## src/mpss_pkg.sv

```systemverilog
// Package of types and constants for the pump stage sequencer.
package mpss_pkg;

  // ----------------------------------------------------------------
  // Register byte offsets on the AHB-Lite slave.
  // ----------------------------------------------------------------
  localparam logic [7:0] MPSS_OFS_CTRL       = 8'h00; // Mode, unit count, relay function.
  localparam logic [7:0] MPSS_OFS_TARGET     = 8'h04; // Pressure target.
  localparam logic [7:0] MPSS_OFS_PRESS_OFS  = 8'h08; // Stage and destage pressure offsets.
  localparam logic [7:0] MPSS_OFS_FREQ_LIM   = 8'h0C; // Floor and ceiling frequency.
  localparam logic [7:0] MPSS_OFS_FREQ_ADJ   = 8'h10; // Window, rise, sleep margin.
  localparam logic [7:0] MPSS_OFS_STG_DELAY  = 8'h14; // Stage delay, ms.
  localparam logic [7:0] MPSS_OFS_DSTG_DELAY = 8'h18; // Destage delay, ms.
  localparam logic [7:0] MPSS_OFS_DSTG_HOLD  = 8'h1C; // Destage hold time, ms.
  localparam logic [7:0] MPSS_OFS_ROT_PERIOD = 8'h20; // Rotation period, ms.
  localparam logic [7:0] MPSS_OFS_MIN_RUN    = 8'h24; // First and second minimum run time, ms.
  localparam logic [7:0] MPSS_OFS_FOL1       = 8'h28; // Follower 1 drop and hold.
  localparam logic [7:0] MPSS_OFS_FOL2       = 8'h2C; // Follower 2 drop and hold.
  localparam logic [7:0] MPSS_OFS_MEAS       = 8'h30; // Measured pressure and frequency.
  localparam logic [7:0] MPSS_OFS_STATUS     = 8'h34; // Read-only state.

  // ----------------------------------------------------------------
  // Field constants.
  // ----------------------------------------------------------------
  localparam logic [3:0]  MPSS_RELAY_FN_STANDBY = 4'h6;       // Relay one standby pump.
  localparam logic [1:0]  MPSS_MAX_FOLLOWERS    = 2'h2;       // Follower ceiling.
  localparam logic [31:0] MPSS_ZERO32           = 32'h0000_0000;
  localparam int          MPSS_CLK_HZ           = 50_000_000; // System clock rate.
  localparam int          MPSS_MS               = 1;          // Tick unit, one millisecond.
  localparam int          MPSS_TICK_CYCLES      = MPSS_CLK_HZ / 1000 * MPSS_MS;

  // Sequencer phases.
  typedef enum logic [1:0] {
    MPSS_REGULATE,
    MPSS_STAGE_HOLD,
    MPSS_DESTAGE_HOLD
  } mpss_phase_t;

  // Unit identifiers: controller, follower 1 or 2, or none.
  typedef enum logic [1:0] {
    MPSS_UNIT_CTRL,
    MPSS_UNIT_F1,
    MPSS_UNIT_F2,
    MPSS_UNIT_NONE
  } mpss_unit_t;

  // Per-follower staging settings.
  typedef struct packed {
    logic [15:0] drop;   // Stage frequency drop.
    logic [15:0] hold;   // Stage hold time, ms.
  } mpss_fol_cfg_t;

  // Configuration carried from the register file into the sequencer.
  typedef struct packed {
    logic        constant_pressure_mode;
    logic [1:0]  lag_count;
    logic [3:0]  relay1_fn;
    logic [15:0] target;
    logic [15:0] stage_pressure_offset;
    logic [15:0] destage_pressure_offset;
    logic [15:0] floor_freq;
    logic [15:0] ceil_freq;
    logic [15:0] destage_freq_window;
    logic [15:0] destage_freq_rise;
    logic [15:0] sleep_margin;
    logic [31:0] stage_delay;
    logic [31:0] destage_delay;
    logic [31:0] destage_hold_time;
    logic [31:0] rot_period;
    logic [15:0] min_run_time_first;
    logic [15:0] min_run_time_second;
    mpss_fol_cfg_t fol1;
    mpss_fol_cfg_t fol2;
  } mpss_cfg_t;

endpackage

```

## src/mpss_top.sv

```systemverilog
// Staging sequencer for a constant-pressure drive with up to two followers.
`timescale 1ns/1ns

module mpss_top (
  input  wire logic        clk,
  input  wire logic        nrst,
  input  wire logic        hsel,
  input  wire logic [31:0] haddr,
  input  wire logic [1:0]  htrans,
  input  wire logic        hwrite,
  input  wire logic [2:0]  hsize,
  input  wire logic [31:0] hwdata,
  input  wire logic        hready,
  output logic      [31:0] hrdata,
  output logic             hreadyout,
  output logic             hresp,
  input  wire logic [15:0] pressure,
  input  wire logic [15:0] out_freq,
  input  wire logic        run_after_second_off,
  input  wire logic [1:0]  relay_fn_out,
  output logic      [1:0]  relay_out,
  output logic             controller_sleep,
  output logic             freq_override,
  output logic      [15:0] freq_override_value
);
  import mpss_pkg::*;

  mpss_cfg_t   cfg;            // Register-held configuration.
  mpss_phase_t phase;          // Regulation or hold phase.
  logic [15:0] pres_s1, pres;  // Pressure synchroniser.
  logic [15:0] freq_s1, freq;  // Frequency synchroniser.
  logic        run2_s1, run2;  // Second-off-cycle flag synchroniser.
  logic [15:0] tick_cnt;       // Millisecond prescaler.
  logic        tick;           // One-cycle millisecond strobe.
  logic [1:0]  rot;            // Rotation index, which order is in use.
  logic [1:0]  staged;         // Units currently in service.
  logic [1:0]  n_units;        // Units in sequencing beyond the primary.
  logic        mux_en, mux_en_q;
  logic        low_p, high_p, win_f, sleep_ok;
  logic        rot_done, sdly_done, ddly_done, hold_done, run_done;
  logic [31:0] hold_lim;
  mpss_unit_t  order [3];      // Staging order for current rotation.
  mpss_unit_t  next_up, next_down;
  logic [15:0] run_lim;

  // ----------------------------------------------------------------
  // Register slave.
  // ----------------------------------------------------------------
  mpss_ahb_regs u_regs (
    .clk         (clk),
    .nrst        (nrst),
    .hsel        (hsel),
    .haddr       (haddr),
    .htrans      (htrans),
    .hwrite      (hwrite),
    .hsize       (hsize),
    .hwdata      (hwdata),
    .hready      (hready),
    .hrdata      (hrdata),
    .hreadyout   (hreadyout),
    .hresp       (hresp),
    .meas_word   ({freq, pres}),
    .status_word ({22'h00_0000, phase, rot, staged, relay_out, controller_sleep, mux_en}),
    .cfg         (cfg)
  );

  // ----------------------------------------------------------------
  // Input synchronisers.
  // ----------------------------------------------------------------
  // Measured values come from another domain; a multi-bit word may tear on one
  // sample, which the delay timers tolerate because they need a steady level.
  always_ff @(posedge clk) begin
    if (!nrst) begin
      pres_s1 <= 16'h0000;
      pres    <= 16'h0000;
      freq_s1 <= 16'h0000;
      freq    <= 16'h0000;
      run2_s1 <= 1'b0;
      run2    <= 1'b0;
    end else begin
      pres_s1 <= pressure;
      pres    <= pres_s1;
      freq_s1 <= out_freq;
      freq    <= freq_s1;
      run2_s1 <= run_after_second_off;
      run2    <= run2_s1;
    end
  end

  // ----------------------------------------------------------------
  // Millisecond tick.
  // ----------------------------------------------------------------
  always_ff @(posedge clk) begin
    if (!nrst || tick) begin
      tick_cnt <= 16'h0000;
    end else begin
      tick_cnt <= tick_cnt + 16'h0001;
    end
  end

  assign tick = (tick_cnt == 16'(MPSS_TICK_CYCLES - 1));

  // ----------------------------------------------------------------
  // Conditions.
  // ----------------------------------------------------------------
  // Follower count clamped to the two relays that exist.
  logic [1:0] lag;
  assign lag = (cfg.lag_count > MPSS_MAX_FOLLOWERS) ? MPSS_MAX_FOLLOWERS : cfg.lag_count;
  logic standby1;
  assign standby1 = (cfg.relay1_fn == MPSS_RELAY_FN_STANDBY);

  assign mux_en = (lag != 2'd0) && (cfg.rot_period != MPSS_ZERO32)
                  && cfg.constant_pressure_mode;
  assign low_p  = {1'b0, pres} <= ({1'b0, cfg.target} - {1'b0, cfg.stage_pressure_offset});
  assign high_p = {1'b0, pres} >= ({1'b0, cfg.target} + {1'b0, cfg.destage_pressure_offset});
  assign win_f  = (freq >= cfg.floor_freq) &&
                  ({1'b0, freq} <= ({1'b0, cfg.floor_freq} + {1'b0, cfg.destage_freq_window}));
  assign run_lim  = run2 ? cfg.min_run_time_second : cfg.min_run_time_first;
  assign sleep_ok = (pres >= cfg.target) &&
                    ({1'b0, freq} <= ({1'b0, cfg.floor_freq} + {1'b0, cfg.sleep_margin}));

  // ----------------------------------------------------------------
  // Staging order.
  // ----------------------------------------------------------------
  // The controller is second whenever a follower leads; a standby relay one is
  // dropped from the list while the rest move up in the same order.
  always_comb begin
    order[0] = MPSS_UNIT_CTRL;
    order[1] = MPSS_UNIT_F1;
    order[2] = MPSS_UNIT_F2;
    if (lag == 2'd1) begin
      order[2] = MPSS_UNIT_NONE;
      if (rot == 2'd1) begin
        order[0] = MPSS_UNIT_F1;
        order[1] = MPSS_UNIT_CTRL;
      end
    end else if (rot == 2'd1) begin
      order[0] = MPSS_UNIT_F1;
      order[1] = MPSS_UNIT_CTRL;
    end else if (rot == 2'd2) begin
      order[0] = MPSS_UNIT_F2;
      order[1] = MPSS_UNIT_CTRL;
      order[2] = MPSS_UNIT_F1;
    end
    if (standby1) begin
      if (order[0] == MPSS_UNIT_F1) order[0] = order[1];
      if (order[1] == MPSS_UNIT_F1 || order[1] == order[0]) order[1] = order[2];
      if (order[2] == MPSS_UNIT_F1 || order[2] == order[1]) order[2] = MPSS_UNIT_NONE;
    end
  end

  assign n_units   = lag - 2'(standby1 && lag != 2'd0);
  assign next_up   = (staged > n_units) ? MPSS_UNIT_NONE : order[staged];
  assign next_down = (staged == 2'd0) ? MPSS_UNIT_NONE : order[staged - 2'd1];

  // ----------------------------------------------------------------
  // Timers.
  // ----------------------------------------------------------------
  mpss_timer #(.W(32)) u_rot (.clk(clk), .nrst(nrst), .run(mux_en && !rot_done),
    .tick(tick), .limit(cfg.rot_period), .done(rot_done));
  mpss_timer #(.W(32)) u_sdly (.clk(clk), .nrst(nrst),
    .run(low_p && phase == MPSS_REGULATE), .tick(tick),
    .limit(cfg.stage_delay), .done(sdly_done));
  mpss_timer #(.W(32)) u_ddly (.clk(clk), .nrst(nrst),
    .run(high_p && win_f && phase == MPSS_REGULATE), .tick(tick),
    .limit(cfg.destage_delay), .done(ddly_done));
  mpss_timer #(.W(32)) u_hold (.clk(clk), .nrst(nrst),
    .run(phase != MPSS_REGULATE), .tick(tick), .limit(hold_lim), .done(hold_done));
  mpss_timer #(.W(16)) u_run (.clk(clk), .nrst(nrst), .run(!controller_sleep),
    .tick(tick), .limit(run_lim), .done(run_done));

  // ----------------------------------------------------------------
  // Rotation index.
  // ----------------------------------------------------------------
  always_ff @(posedge clk) begin
    if (!nrst) begin
      rot      <= 2'd0;
      mux_en_q <= 1'b0;
    end else begin
      mux_en_q <= mux_en;
      if (!mux_en || rot > lag) begin
        rot <= 2'd0;
      end else if (rot_done) begin
        rot <= (rot >= lag) ? 2'd0 : rot + 2'd1;
        if (standby1 && ((rot >= lag) ? 2'd0 : rot + 2'd1) == 2'd1) begin
          rot <= (lag == 2'd2) ? 2'd2 : 2'd0;
        end
      end
    end
  end

  // ----------------------------------------------------------------
  // Stage and destage sequencing.
  // ----------------------------------------------------------------
  logic go_up, go_down;
  assign go_up   = phase == MPSS_REGULATE && next_up != MPSS_UNIT_NONE && low_p &&
                   (staged == 2'd0 || sdly_done);
  assign go_down = phase == MPSS_REGULATE && next_down != MPSS_UNIT_NONE && ddly_done;

  always_ff @(posedge clk) begin
    if (!nrst) begin
      phase               <= MPSS_REGULATE;
      staged              <= 2'd0;
      relay_out           <= 2'b00;
      controller_sleep    <= 1'b0;
      freq_override       <= 1'b0;
      freq_override_value <= 16'h0000;
      hold_lim            <= MPSS_ZERO32;
    end else if (!mux_en) begin
      // Without multiplex the relays follow their own configured function.
      phase            <= MPSS_REGULATE;
      staged           <= 2'd0;
      relay_out        <= relay_fn_out;
      freq_override    <= 1'b0;
      controller_sleep <= sleep_ok && run_done;
    end else begin
      // Entering multiplex drops whatever the relays' own functions left closed, bar a standby relay one,
      // so a pass-through contact can never masquerade as a staged follower.
      if (!mux_en_q) begin
        relay_out <= 2'b00;
      end
      case (phase)
        MPSS_REGULATE: begin
          freq_override <= 1'b0;
          if (go_up) begin
            staged <= staged + 2'd1;
            if (next_up == MPSS_UNIT_CTRL) begin
              controller_sleep <= 1'b0;
              phase <= MPSS_REGULATE;
            end else begin
              relay_out[next_up == MPSS_UNIT_F2] <= 1'b1;
              freq_override       <= 1'b1;
              freq_override_value <= cfg.ceil_freq -
                (next_up == MPSS_UNIT_F1 ? cfg.fol1.drop : cfg.fol2.drop);
              hold_lim <= {16'h0000,
                (next_up == MPSS_UNIT_F1 ? cfg.fol1.hold : cfg.fol2.hold)};
              phase <= MPSS_STAGE_HOLD;
            end
          end else if (go_down) begin
            staged <= staged - 2'd1;
            if (next_down == MPSS_UNIT_CTRL) begin
              controller_sleep <= 1'b1;
            end else begin
              relay_out[next_down == MPSS_UNIT_F2] <= 1'b0;
            end
            freq_override       <= 1'b1;
            freq_override_value <= freq + cfg.destage_freq_rise;
            hold_lim            <= cfg.destage_hold_time;
            phase               <= MPSS_DESTAGE_HOLD;
          end
        end
        MPSS_STAGE_HOLD, MPSS_DESTAGE_HOLD: begin
          if (hold_done) begin
            freq_override <= 1'b0;
            phase         <= MPSS_REGULATE;
          end
        end
        default: phase <= MPSS_REGULATE;
      endcase
      if (standby1) begin
        relay_out[0] <= relay_fn_out[0];
      end
    end
  end
endmodule

```

## src/mpss_timer.sv

```systemverilog
// Millisecond down-free elapsed timer with restart and compare.
`timescale 1ns/1ns
module mpss_timer #(
  parameter int W = 32
) (
  input  wire logic         clk,
  input  wire logic         nrst,
  input  wire logic         run,
  input  wire logic         tick,
  input  wire logic [W-1:0] limit,
  output logic              done
);
  import mpss_pkg::*;

  logic [W-1:0] count; // Elapsed ticks since run rose.

  // ----------------------------------------------------------------
  // Counting.
  // ----------------------------------------------------------------
  // Count stops at the limit so that it never wraps to a false short period.
  always_ff @(posedge clk) begin
    if (!nrst || !run) begin
      count <= '0;
    end else if (tick && count < limit) begin
      count <= count + 1'b1;
    end
  end

  // Done is a level while run holds and the limit has been reached.
  always_ff @(posedge clk) begin
    if (!nrst) begin
      done <= 1'b0;
    end else begin
      done <= run && (count >= limit);
    end
  end
endmodule

```

## src/mpss_ahb_regs.sv

```systemverilog
// AHB-Lite register slave for the pump stage sequencer.
`timescale 1ns/1ns
module mpss_ahb_regs (
  input  wire logic               clk,
  input  wire logic               nrst,
  input  wire logic               hsel,
  input  wire logic [31:0]        haddr,
  input  wire logic [1:0]         htrans,
  input  wire logic               hwrite,
  input  wire logic [2:0]         hsize,
  input  wire logic [31:0]        hwdata,
  input  wire logic               hready,
  output logic [31:0]             hrdata,
  output logic                    hreadyout,
  output logic                    hresp,
  input  wire logic [31:0]        meas_word,
  input  wire logic [31:0]        status_word,
  output mpss_pkg::mpss_cfg_t     cfg
);
  import mpss_pkg::*;

  logic       wr_pend;  // Write data phase pending.
  logic [7:0] wr_addr;  // Latched write offset.
  logic       rd_go;    // Read address phase accepted.
  logic [7:0] a;        // Low address bits.

  assign a = haddr[7:0];

  // ----------------------------------------------------------------
  // Address phase capture.
  // ----------------------------------------------------------------
  // Zero wait states: always ready, always OKAY.
  always_ff @(posedge clk) begin
    if (!nrst) begin
      wr_pend   <= 1'b0;
      wr_addr   <= 8'h00;
      rd_go     <= 1'b0;
      hreadyout <= 1'b1;
      hresp     <= 1'b0;
    end else begin
      wr_pend <= hsel && htrans[1] && hready && hwrite;
      rd_go   <= hsel && htrans[1] && hready && !hwrite;
      wr_addr <= a;
      hreadyout <= 1'b1;
      hresp     <= 1'b0;
    end
  end

  // ----------------------------------------------------------------
  // Writes in the data phase.
  // ----------------------------------------------------------------
  always_ff @(posedge clk) begin
    if (!nrst) begin
      cfg <= '0;
    end else if (wr_pend) begin
      case (wr_addr)
        MPSS_OFS_CTRL: begin
          cfg.constant_pressure_mode <= hwdata[0];
          cfg.lag_count              <= hwdata[5:4];
          cfg.relay1_fn              <= hwdata[11:8];
        end
        MPSS_OFS_TARGET:     cfg.target <= hwdata[15:0];
        MPSS_OFS_PRESS_OFS: begin
          cfg.stage_pressure_offset   <= hwdata[15:0];
          cfg.destage_pressure_offset <= hwdata[31:16];
        end
        MPSS_OFS_FREQ_LIM: begin
          cfg.floor_freq <= hwdata[15:0];
          cfg.ceil_freq  <= hwdata[31:16];
        end
        MPSS_OFS_FREQ_ADJ: begin
          cfg.destage_freq_window <= {8'h00, hwdata[7:0]};
          cfg.destage_freq_rise   <= {8'h00, hwdata[15:8]};
          cfg.sleep_margin        <= hwdata[31:16];
        end
        MPSS_OFS_STG_DELAY:  cfg.stage_delay       <= hwdata;
        MPSS_OFS_DSTG_DELAY: cfg.destage_delay     <= hwdata;
        MPSS_OFS_DSTG_HOLD:  cfg.destage_hold_time <= hwdata;
        MPSS_OFS_ROT_PERIOD: cfg.rot_period        <= hwdata;
        MPSS_OFS_MIN_RUN: begin
          cfg.min_run_time_first  <= hwdata[15:0];
          cfg.min_run_time_second <= hwdata[31:16];
        end
        MPSS_OFS_FOL1: cfg.fol1 <= hwdata;
        MPSS_OFS_FOL2: cfg.fol2 <= hwdata;
        default: begin
          // Read-only and unmapped offsets ignore writes.
        end
      endcase
    end
  end

  // ----------------------------------------------------------------
  // Read data, registered for the data phase.
  // ----------------------------------------------------------------
  always_ff @(posedge clk) begin
    if (!nrst) begin
      hrdata <= MPSS_ZERO32;
    end else if (hsel && htrans[1] && hready && !hwrite) begin
      case (a)
        MPSS_OFS_CTRL:       hrdata <= {20'h0_0000, cfg.relay1_fn, 2'b00, cfg.lag_count,
                                        3'b000, cfg.constant_pressure_mode};
        MPSS_OFS_TARGET:     hrdata <= {16'h0000, cfg.target};
        MPSS_OFS_PRESS_OFS:  hrdata <= {cfg.destage_pressure_offset, cfg.stage_pressure_offset};
        MPSS_OFS_FREQ_LIM:   hrdata <= {cfg.ceil_freq, cfg.floor_freq};
        MPSS_OFS_FREQ_ADJ:   hrdata <= {cfg.sleep_margin, cfg.destage_freq_rise[7:0],
                                        cfg.destage_freq_window[7:0]};
        MPSS_OFS_STG_DELAY:  hrdata <= cfg.stage_delay;
        MPSS_OFS_DSTG_DELAY: hrdata <= cfg.destage_delay;
        MPSS_OFS_DSTG_HOLD:  hrdata <= cfg.destage_hold_time;
        MPSS_OFS_ROT_PERIOD: hrdata <= cfg.rot_period;
        MPSS_OFS_MIN_RUN:    hrdata <= {cfg.min_run_time_second, cfg.min_run_time_first};
        MPSS_OFS_FOL1:       hrdata <= cfg.fol1;
        MPSS_OFS_FOL2:       hrdata <= cfg.fol2;
        MPSS_OFS_MEAS:       hrdata <= meas_word;
        MPSS_OFS_STATUS:     hrdata <= status_word;
        default:             hrdata <= MPSS_ZERO32;
      endcase
    end else if (!rd_go) begin
      hrdata <= MPSS_ZERO32;
    end
  end
endmodule

```

## config.mk

```make
export PLATFORM = sky130hd
export DESIGN_NAME = mpss_top
export DESIGN_NICKNAME = d
export VERILOG_FILES = /design/src/mpss_pkg.sv /design/src/mpss_top.sv /design/src/mpss_timer.sv /design/src/mpss_ahb_regs.sv
export SDC_FILE = /design/constraint.sdc
export NUM_CORES = 2
export LEC_CHECK = 0
export BUFFER_PORTS_ARGS = -buffer_cell sky130_fd_sc_hd__buf_4
export CORE_UTILIZATION = 30
export DETAILED_ROUTE_END_ITERATION = 6
export PLACE_DENSITY = 0.46
export SLEW_MARGIN = 20
export SYNTH_ARGS = -nofsm -noshare
export SYNTH_HDL_FRONTEND = slang
export SYNTH_SLANG_ARGS = --single-unit
```

## constraint.sdc

```tcl
create_clock -name clk -period 5.47 [get_ports clk]
set_clock_uncertainty 0.05 [all_clocks]
set_input_delay 0.547 -clock clk [delete_from_list [all_inputs] [get_ports clk]]
set_output_delay 0.547 -clock clk [all_outputs]
set_load 0.01 [all_outputs]
```

* Yosys cells after proc, flatten, opt, wreduce, memory -nomap -nowiden *
Index checks and enable logic that the tools add are counted.
W data, S select, Z words.

word-level totals
  register bits after elaboration = 675
  input bits = 109
  logic and storage cells = 299
  output and inout port bits = 54

cells by class
  $lt $le $gt $ge = 26
  eq/ne operators = 51
  add/subtract/negate cells = 16
  bitwise operators = 6
  multiplexer cells = 67
  reductions and logical operators = 82

operators with widths
  kind                     number
  $pmux W32 S14            1
  $mux W32                 5
  $add A32 B1 Y32 const B  4
  $ge A32 B32 Y1           4
  $lt A32 B32 Y1           4
  $mux W16                 6
  $eq A8 B6 Y1 const B     10
  $eq A8 B5 Y1 const B     8
  $mux W2                  30
  $le A16 B17 Y1           3
  $ge A16 B16 Y1           3
  $add A16 B16 Y17         2
  $add A16 B1 Y16 const B  2
  $eq A8 B4 Y1 const B     4
  $logic_and A1 B1 Y1      32
  $reduce_and A2 Y1        16
  $reduce_bool A32 Y1      1
  $mux W6                  3
  $add A16 B8 Y17          1
  $ge A16 B17 Y1           1
  $sub A16 B16 Y17         1
  $add A16 B8 Y16          1
  $eq A16 B16 Y1 const B   1
  $eq A2 B1 Y1 const B     8
  39 further kinds         97

* Longest topological paths before layout *
  depth after elaboration = 32
  mapped depth = 23
  mapped depth without buffers = 21

* Modules after synthesis *
Synthesis repeated with hierarchy kept, for this count alone.

second synthesis, totals
  cells, all modules = 5012
  area, all modules = 40959.3 um^2

modules (own cells, without submodules)
  module                   area each (um^2)  cells an instance  instances
  mpss_ahb_regs            17271.6           2080               1
  mpss_top                 12316.8           1465               1
  mpss_timer (u_ddly ...)  2514.9            326                4
  mpss_timer (u_run)       1311.3            163                1

* Worst setup path before layout *
No wires, ideal clock.

  kind = register to register
  from = reg, netlist name u_regs.cfg[352]
  to = reg freq_override_value[15]
  data required time = 5301 ps
  setup slack = 440 ps
  setup time = 119 ps
  arrival = 4862 ps
  period minus slack after synthesis = 5030 ps
  stages on the path, launching flop included = 22
  path buffers = 2
  cells stage by stage = dfxtp_1 > nand4bb_1 > nor2_1 > ha_1 > xnor2_1 > ha_1 > nor2b_1 > o21ai_0 > o211ai_1 > nor2_1 > buf_2 > buf_4 > mux2i_1 > ha_1 > a2111oi_0 > a211oi_1 > nand3b_1 > a31o_2 > a21o_1 > a21oi_1 > xnor2_1 > o221a_2

on the way
  cells in the longest elaborated chain, start to end = 12
  elaborated cells between the ends (all ways) = 29

RTL lines
  item                                                                       RTL line         RTL
  $eq A4 B3 Y1 (*)                                                           mpss_top.sv:110  assign standby1 = (cfg.relay1_fn == MPSS_RELAY_FN_STANDBY);
  parallel branches: the longest is 11 deep, another holds $sub A16 B16 Y16  --
  end signal, assigned                                                       mpss_top.sv:233  freq_override_value <= cfg.ceil_freq -
  end signal, assigned                                                       mpss_top.sv:247  freq_override_value <= freq + cfg.destage_freq_rise;
  end, declared                                                              mpss_top.sv:24   output logic [15:0] freq_override_value

Mark *: on every way between the ends. The select of a mux whose other input is x is not followed.
A chain may end at the register's enable or synchronous reset.

* Worst setup path in the final report *
  from = reg, netlist name u_regs.cfg[352]
  to = reg freq_override_value[15]

on the way
  cells in the longest elaborated chain, start to end = 12
  elaborated cells between the ends (all ways) = 29

RTL lines
  item                                                                       RTL line
  $eq A4 B3 Y1 (*)                                                           mpss_top.sv:110
  parallel branches: the longest is 11 deep, another holds $sub A16 B16 Y16  --

Marks and branches as above.

==> flow_summary.ini <==
[status]
status = complete, but fails checks
violations = design-rule violations

[synthesis]
synth_cell_types = 92
ys_warn_count = 0
synth_top_area_share_pct = 35.9
synth_ff_type = dfxtp_1
syn_nets = 5153
synth_edf_count = 0
synth_area_leader_cell = dfxtp_1
syn_area_mm2 = 0.0377
synthCells = 4703
synth-async-reset-ratio_pct = 0
synth_area_per_cell_um2 = 8.01
synth.area.top_cells = dfxtp_1 36%, ha_1 11%, nand2_1 8.6%
yosysSeqAreaShare_pct = 35.9
synth-seq-cells = 675

[clock_tree]
insertion_delay_ps = 700
path_clk_slew_ps = 60
cts_tree = built
htreeDepth = 3
postCtsSetupBuffers = 0
clock_sinks = 675
clockRootBuffer = clkbuf_16
clockBufferDepth = 3
cts_made_buffers = 83

[placement]
dp_hpwl_um = 123000
dp_cells = 6275
gp_congestion = 0.943
io_buffers = 132

[floorplan]
dieArea_mm2 = 0.127
fp.dieH_um = 356
initial_core_util_pct = 30.3
coreArea_mm2 = 0.124
rows = 129
fp.dieW_um = 356
io_pins = 163

[sta]
fmax_ghz = 0.196
hold_ws_ps = 91.5
hold_viol_final = 0
rsz0062_at_grt = yes
totalNegativeSetupSlack_ps = 0
period_needed_ps = 5100
slew_headroom_pct = 22.4
setup_viol = 0
drv_slew = 0
final.period_utilization_pct = 93.3
worstMarginPinSlew_ps = 1160

[global_route]
grt_max_degree = 171
antenna_found_initial = 15
grt_overflow = 0
track_usage_pct = 25.5
grt_pass1_vias = 32700
grt_pass1_wl_um = 237000

[setup_path]
ff2ff_setup_slack_ps = 370
cp.arrival_ps = 5650
critPathKind = register to register
setup.worst_path.start_class = register
crit_fanout = 15
required_ps = 6010
crit_path_end_kind = register

[power_and_ir_drop]
vdd_drop_max_uv = 251
power_mw = 11.4
power.density_mw_per_mm2 = 261
cellLeakagePower_nw = 15.8

[cells_and_area]
drive_above_1_share_pct = 8.84
syn_to_final_growth_pct = 15.7
post-route-util_pct = 35.1
fin_cells = 6468
nets = 5210

[detailed_routing]
vias_per_cell = 5.48
drc = 24
drtIter0Drc = 3706
wl_per_cell_um = 25.7
ant_nets = 0
finalWirelength_um = 166000
dr.pass1.iters = 7
vias = 35500

[worst_hold_path]
hold_class = primary input to register

[job]
maxCapViolations = 0
[Yosys cell counts (21+ instances only)]
| cell type | n |
|---|---|
| a21o_1 | 92 |
| a21oi_1 | 557 |
| a221oi_1 | 64 |
| a222oi_1 | 23 |
| a22o_1 | 54 |
| a22oi_1 | 43 |
| a31oi_1 | 35 |
| and2_1 | 104 |
| and3_1 | 46 |
| clkbuf_1 | 238 |
| dfxtp_1 | 675 |
| ha_1 | 335 |
| inv_1 | 237 |
| mux2i_1 | 56 |
| nand2_1 | 859 |
| nand2b_1 | 46 |
| nand3_1 | 97 |
| nand3b_1 | 21 |
| nand4_1 | 96 |
| nor2_1 | 252 |
| nor2b_1 | 24 |
| nor3_1 | 60 |
| nor4_1 | 30 |
| o211ai_1 | 46 |
| o21a_1 | 27 |
| o21ai_0 | 108 |
| or3_1 | 45 |
| or4_1 | 26 |
| xnor2_1 | 103 |
| xor2_1 | 70 |
[metrics by stage]
| step | cell area [um^2] | worst slack, ps |
|---|---|---|
| 6_report | 43600 | 365 |
| 5_1_grt | 43600 | -7.71 |
| 3_5_place_dp | 40400 | 357 |
| 2_1_floorplan | 37700 | 440 |
| 3_3_place_gp | 40400 | 323 |
| 4_1_cts | 43500 | 344 |
[report_power, final]
group	internal [mW]	switching, mW	leakage [nW]	total (mW)
registers	4.95	0.0583	5.45	5.01
clock network	3.38	2.39	1.37	5.77
logic	0.207	0.410	9.00	0.616
total	8.53	2.86	15.8	11.4
[worst max-delay path: stages, from the launching register on]
cell	delay, ps
dfxtp_1	330
nand4bb_1	230
nor2_1	130
ha_1	160
xnor2_1	110
ha_1	250
nor2b_1	130
o21ai_0	220
o211ai_1	250
nor2_4	190
buf_12	190
buf_4	210
mux2_2	350
ha_1	260
nor2b_1	210
o31ai_2	100
a211oi_1	320
nand3b_1	160
a31o_2	180
a21o_1	240
a21oi_1	140
xnor2_1	150
buf_4	170
o221a_2	240
[placed cells by master (no fill, tap or decap), types with 92 or more instances in the layout]
master / Yosys / routed
nand2_1: 859 / 856
dfxtp_1: 675 / 675
a21oi_1: 557 / 556
ha_1: 335 / 335
inv_1: 237 / 236
nor2_1: 252 / 233
buf_4: 10 / 199
o21ai_0: 108 / 108
and2_1: 104 / 104
xnor2_1: 103 / 103
nand4_1: 96 / 96
nand3_1: 97 / 94
a21o_1: 92 / 92
[kinds of logic (layout without fill, tap and decap cells)]
kind of cell             after synthesis  in the layout  share of synthesized area, %
other                                  2              5                        0.0199
AND/OR/NAND/NOR                     1770           1770                          22.0
multiplexers                          60             61                          1.62
XOR/XNOR                             173            173                          4.02
AO/OA/AOI/OAI                       1172           1172                          19.7
buffers and inverters                510            634                          5.30
adder cells (fa/ha/maj)              341            341                          11.4
flip-flops                           675            675                          35.9
[flip-flops by register name (all words and copies together) (netlist names), 16 cells and up]
signal               count
freq                    16
freq_override_value     16
freq_s1                 16
hold_lim                32
pres                    16
pres_s1                 16
tick_cnt                16
u_ddly.count            32
u_hold.count            32
u_regs.cfg             343
u_regs.hrdata           32
u_rot.count             32
u_run.count             16
u_sdly.count            32
[repair_timing]
item                                   in CTS  in global routing
hold buffers                               36                  0
setup endpoints to repair                   0                 31
endpoints found under the hold margin      36                  0
resized for setup                           0                  6
[metal layers]
| layer | GRT usage (%) | up-vias | share of wire, % |
|---|---|---|---|
| met5 | 0.481 | - | 0.11 |
| met4 | 11.4 | 16 | 5.0 |
| met3 | 5.17 | 338 | 7.8 |
| met1 | 34.0 | 17000 | 44 |
| li1 | - | 16700 | - |
| met2 | 39.4 | 1397 | 44 |
[worst paths after layout]
kind,startpoint,end,cells past startpoint
worst min register to register,freq_s1[2]$_SDFF_PN0_,freq[2]$_SDFF_PN0_,1
worst min-delay path,haddr[5],u_regs.wr_addr[5]$_SDFF_PN0_,2
worst max register to register,u_regs.cfg[352]$_SDFFE_PN0P_,freq_override_value[15]$_SDFFE_PN0P_,23
worst max-delay path,u_regs.cfg[352]$_SDFFE_PN0P_,freq_override_value[15]$_SDFFE_PN0P_,23
[area by class of cell]
cell class                 count  area (um^2)
inverter                     238          906
clock buffer                 118         2380
multi-input combinational   3519        22300
timing repair buffer         243         2010
sequential                   675        13500
clock inverter                35          409
antenna                        3         7.51
tap                         1637         2050
fill                       12900        80500
(Power assumes the default switching activity.)
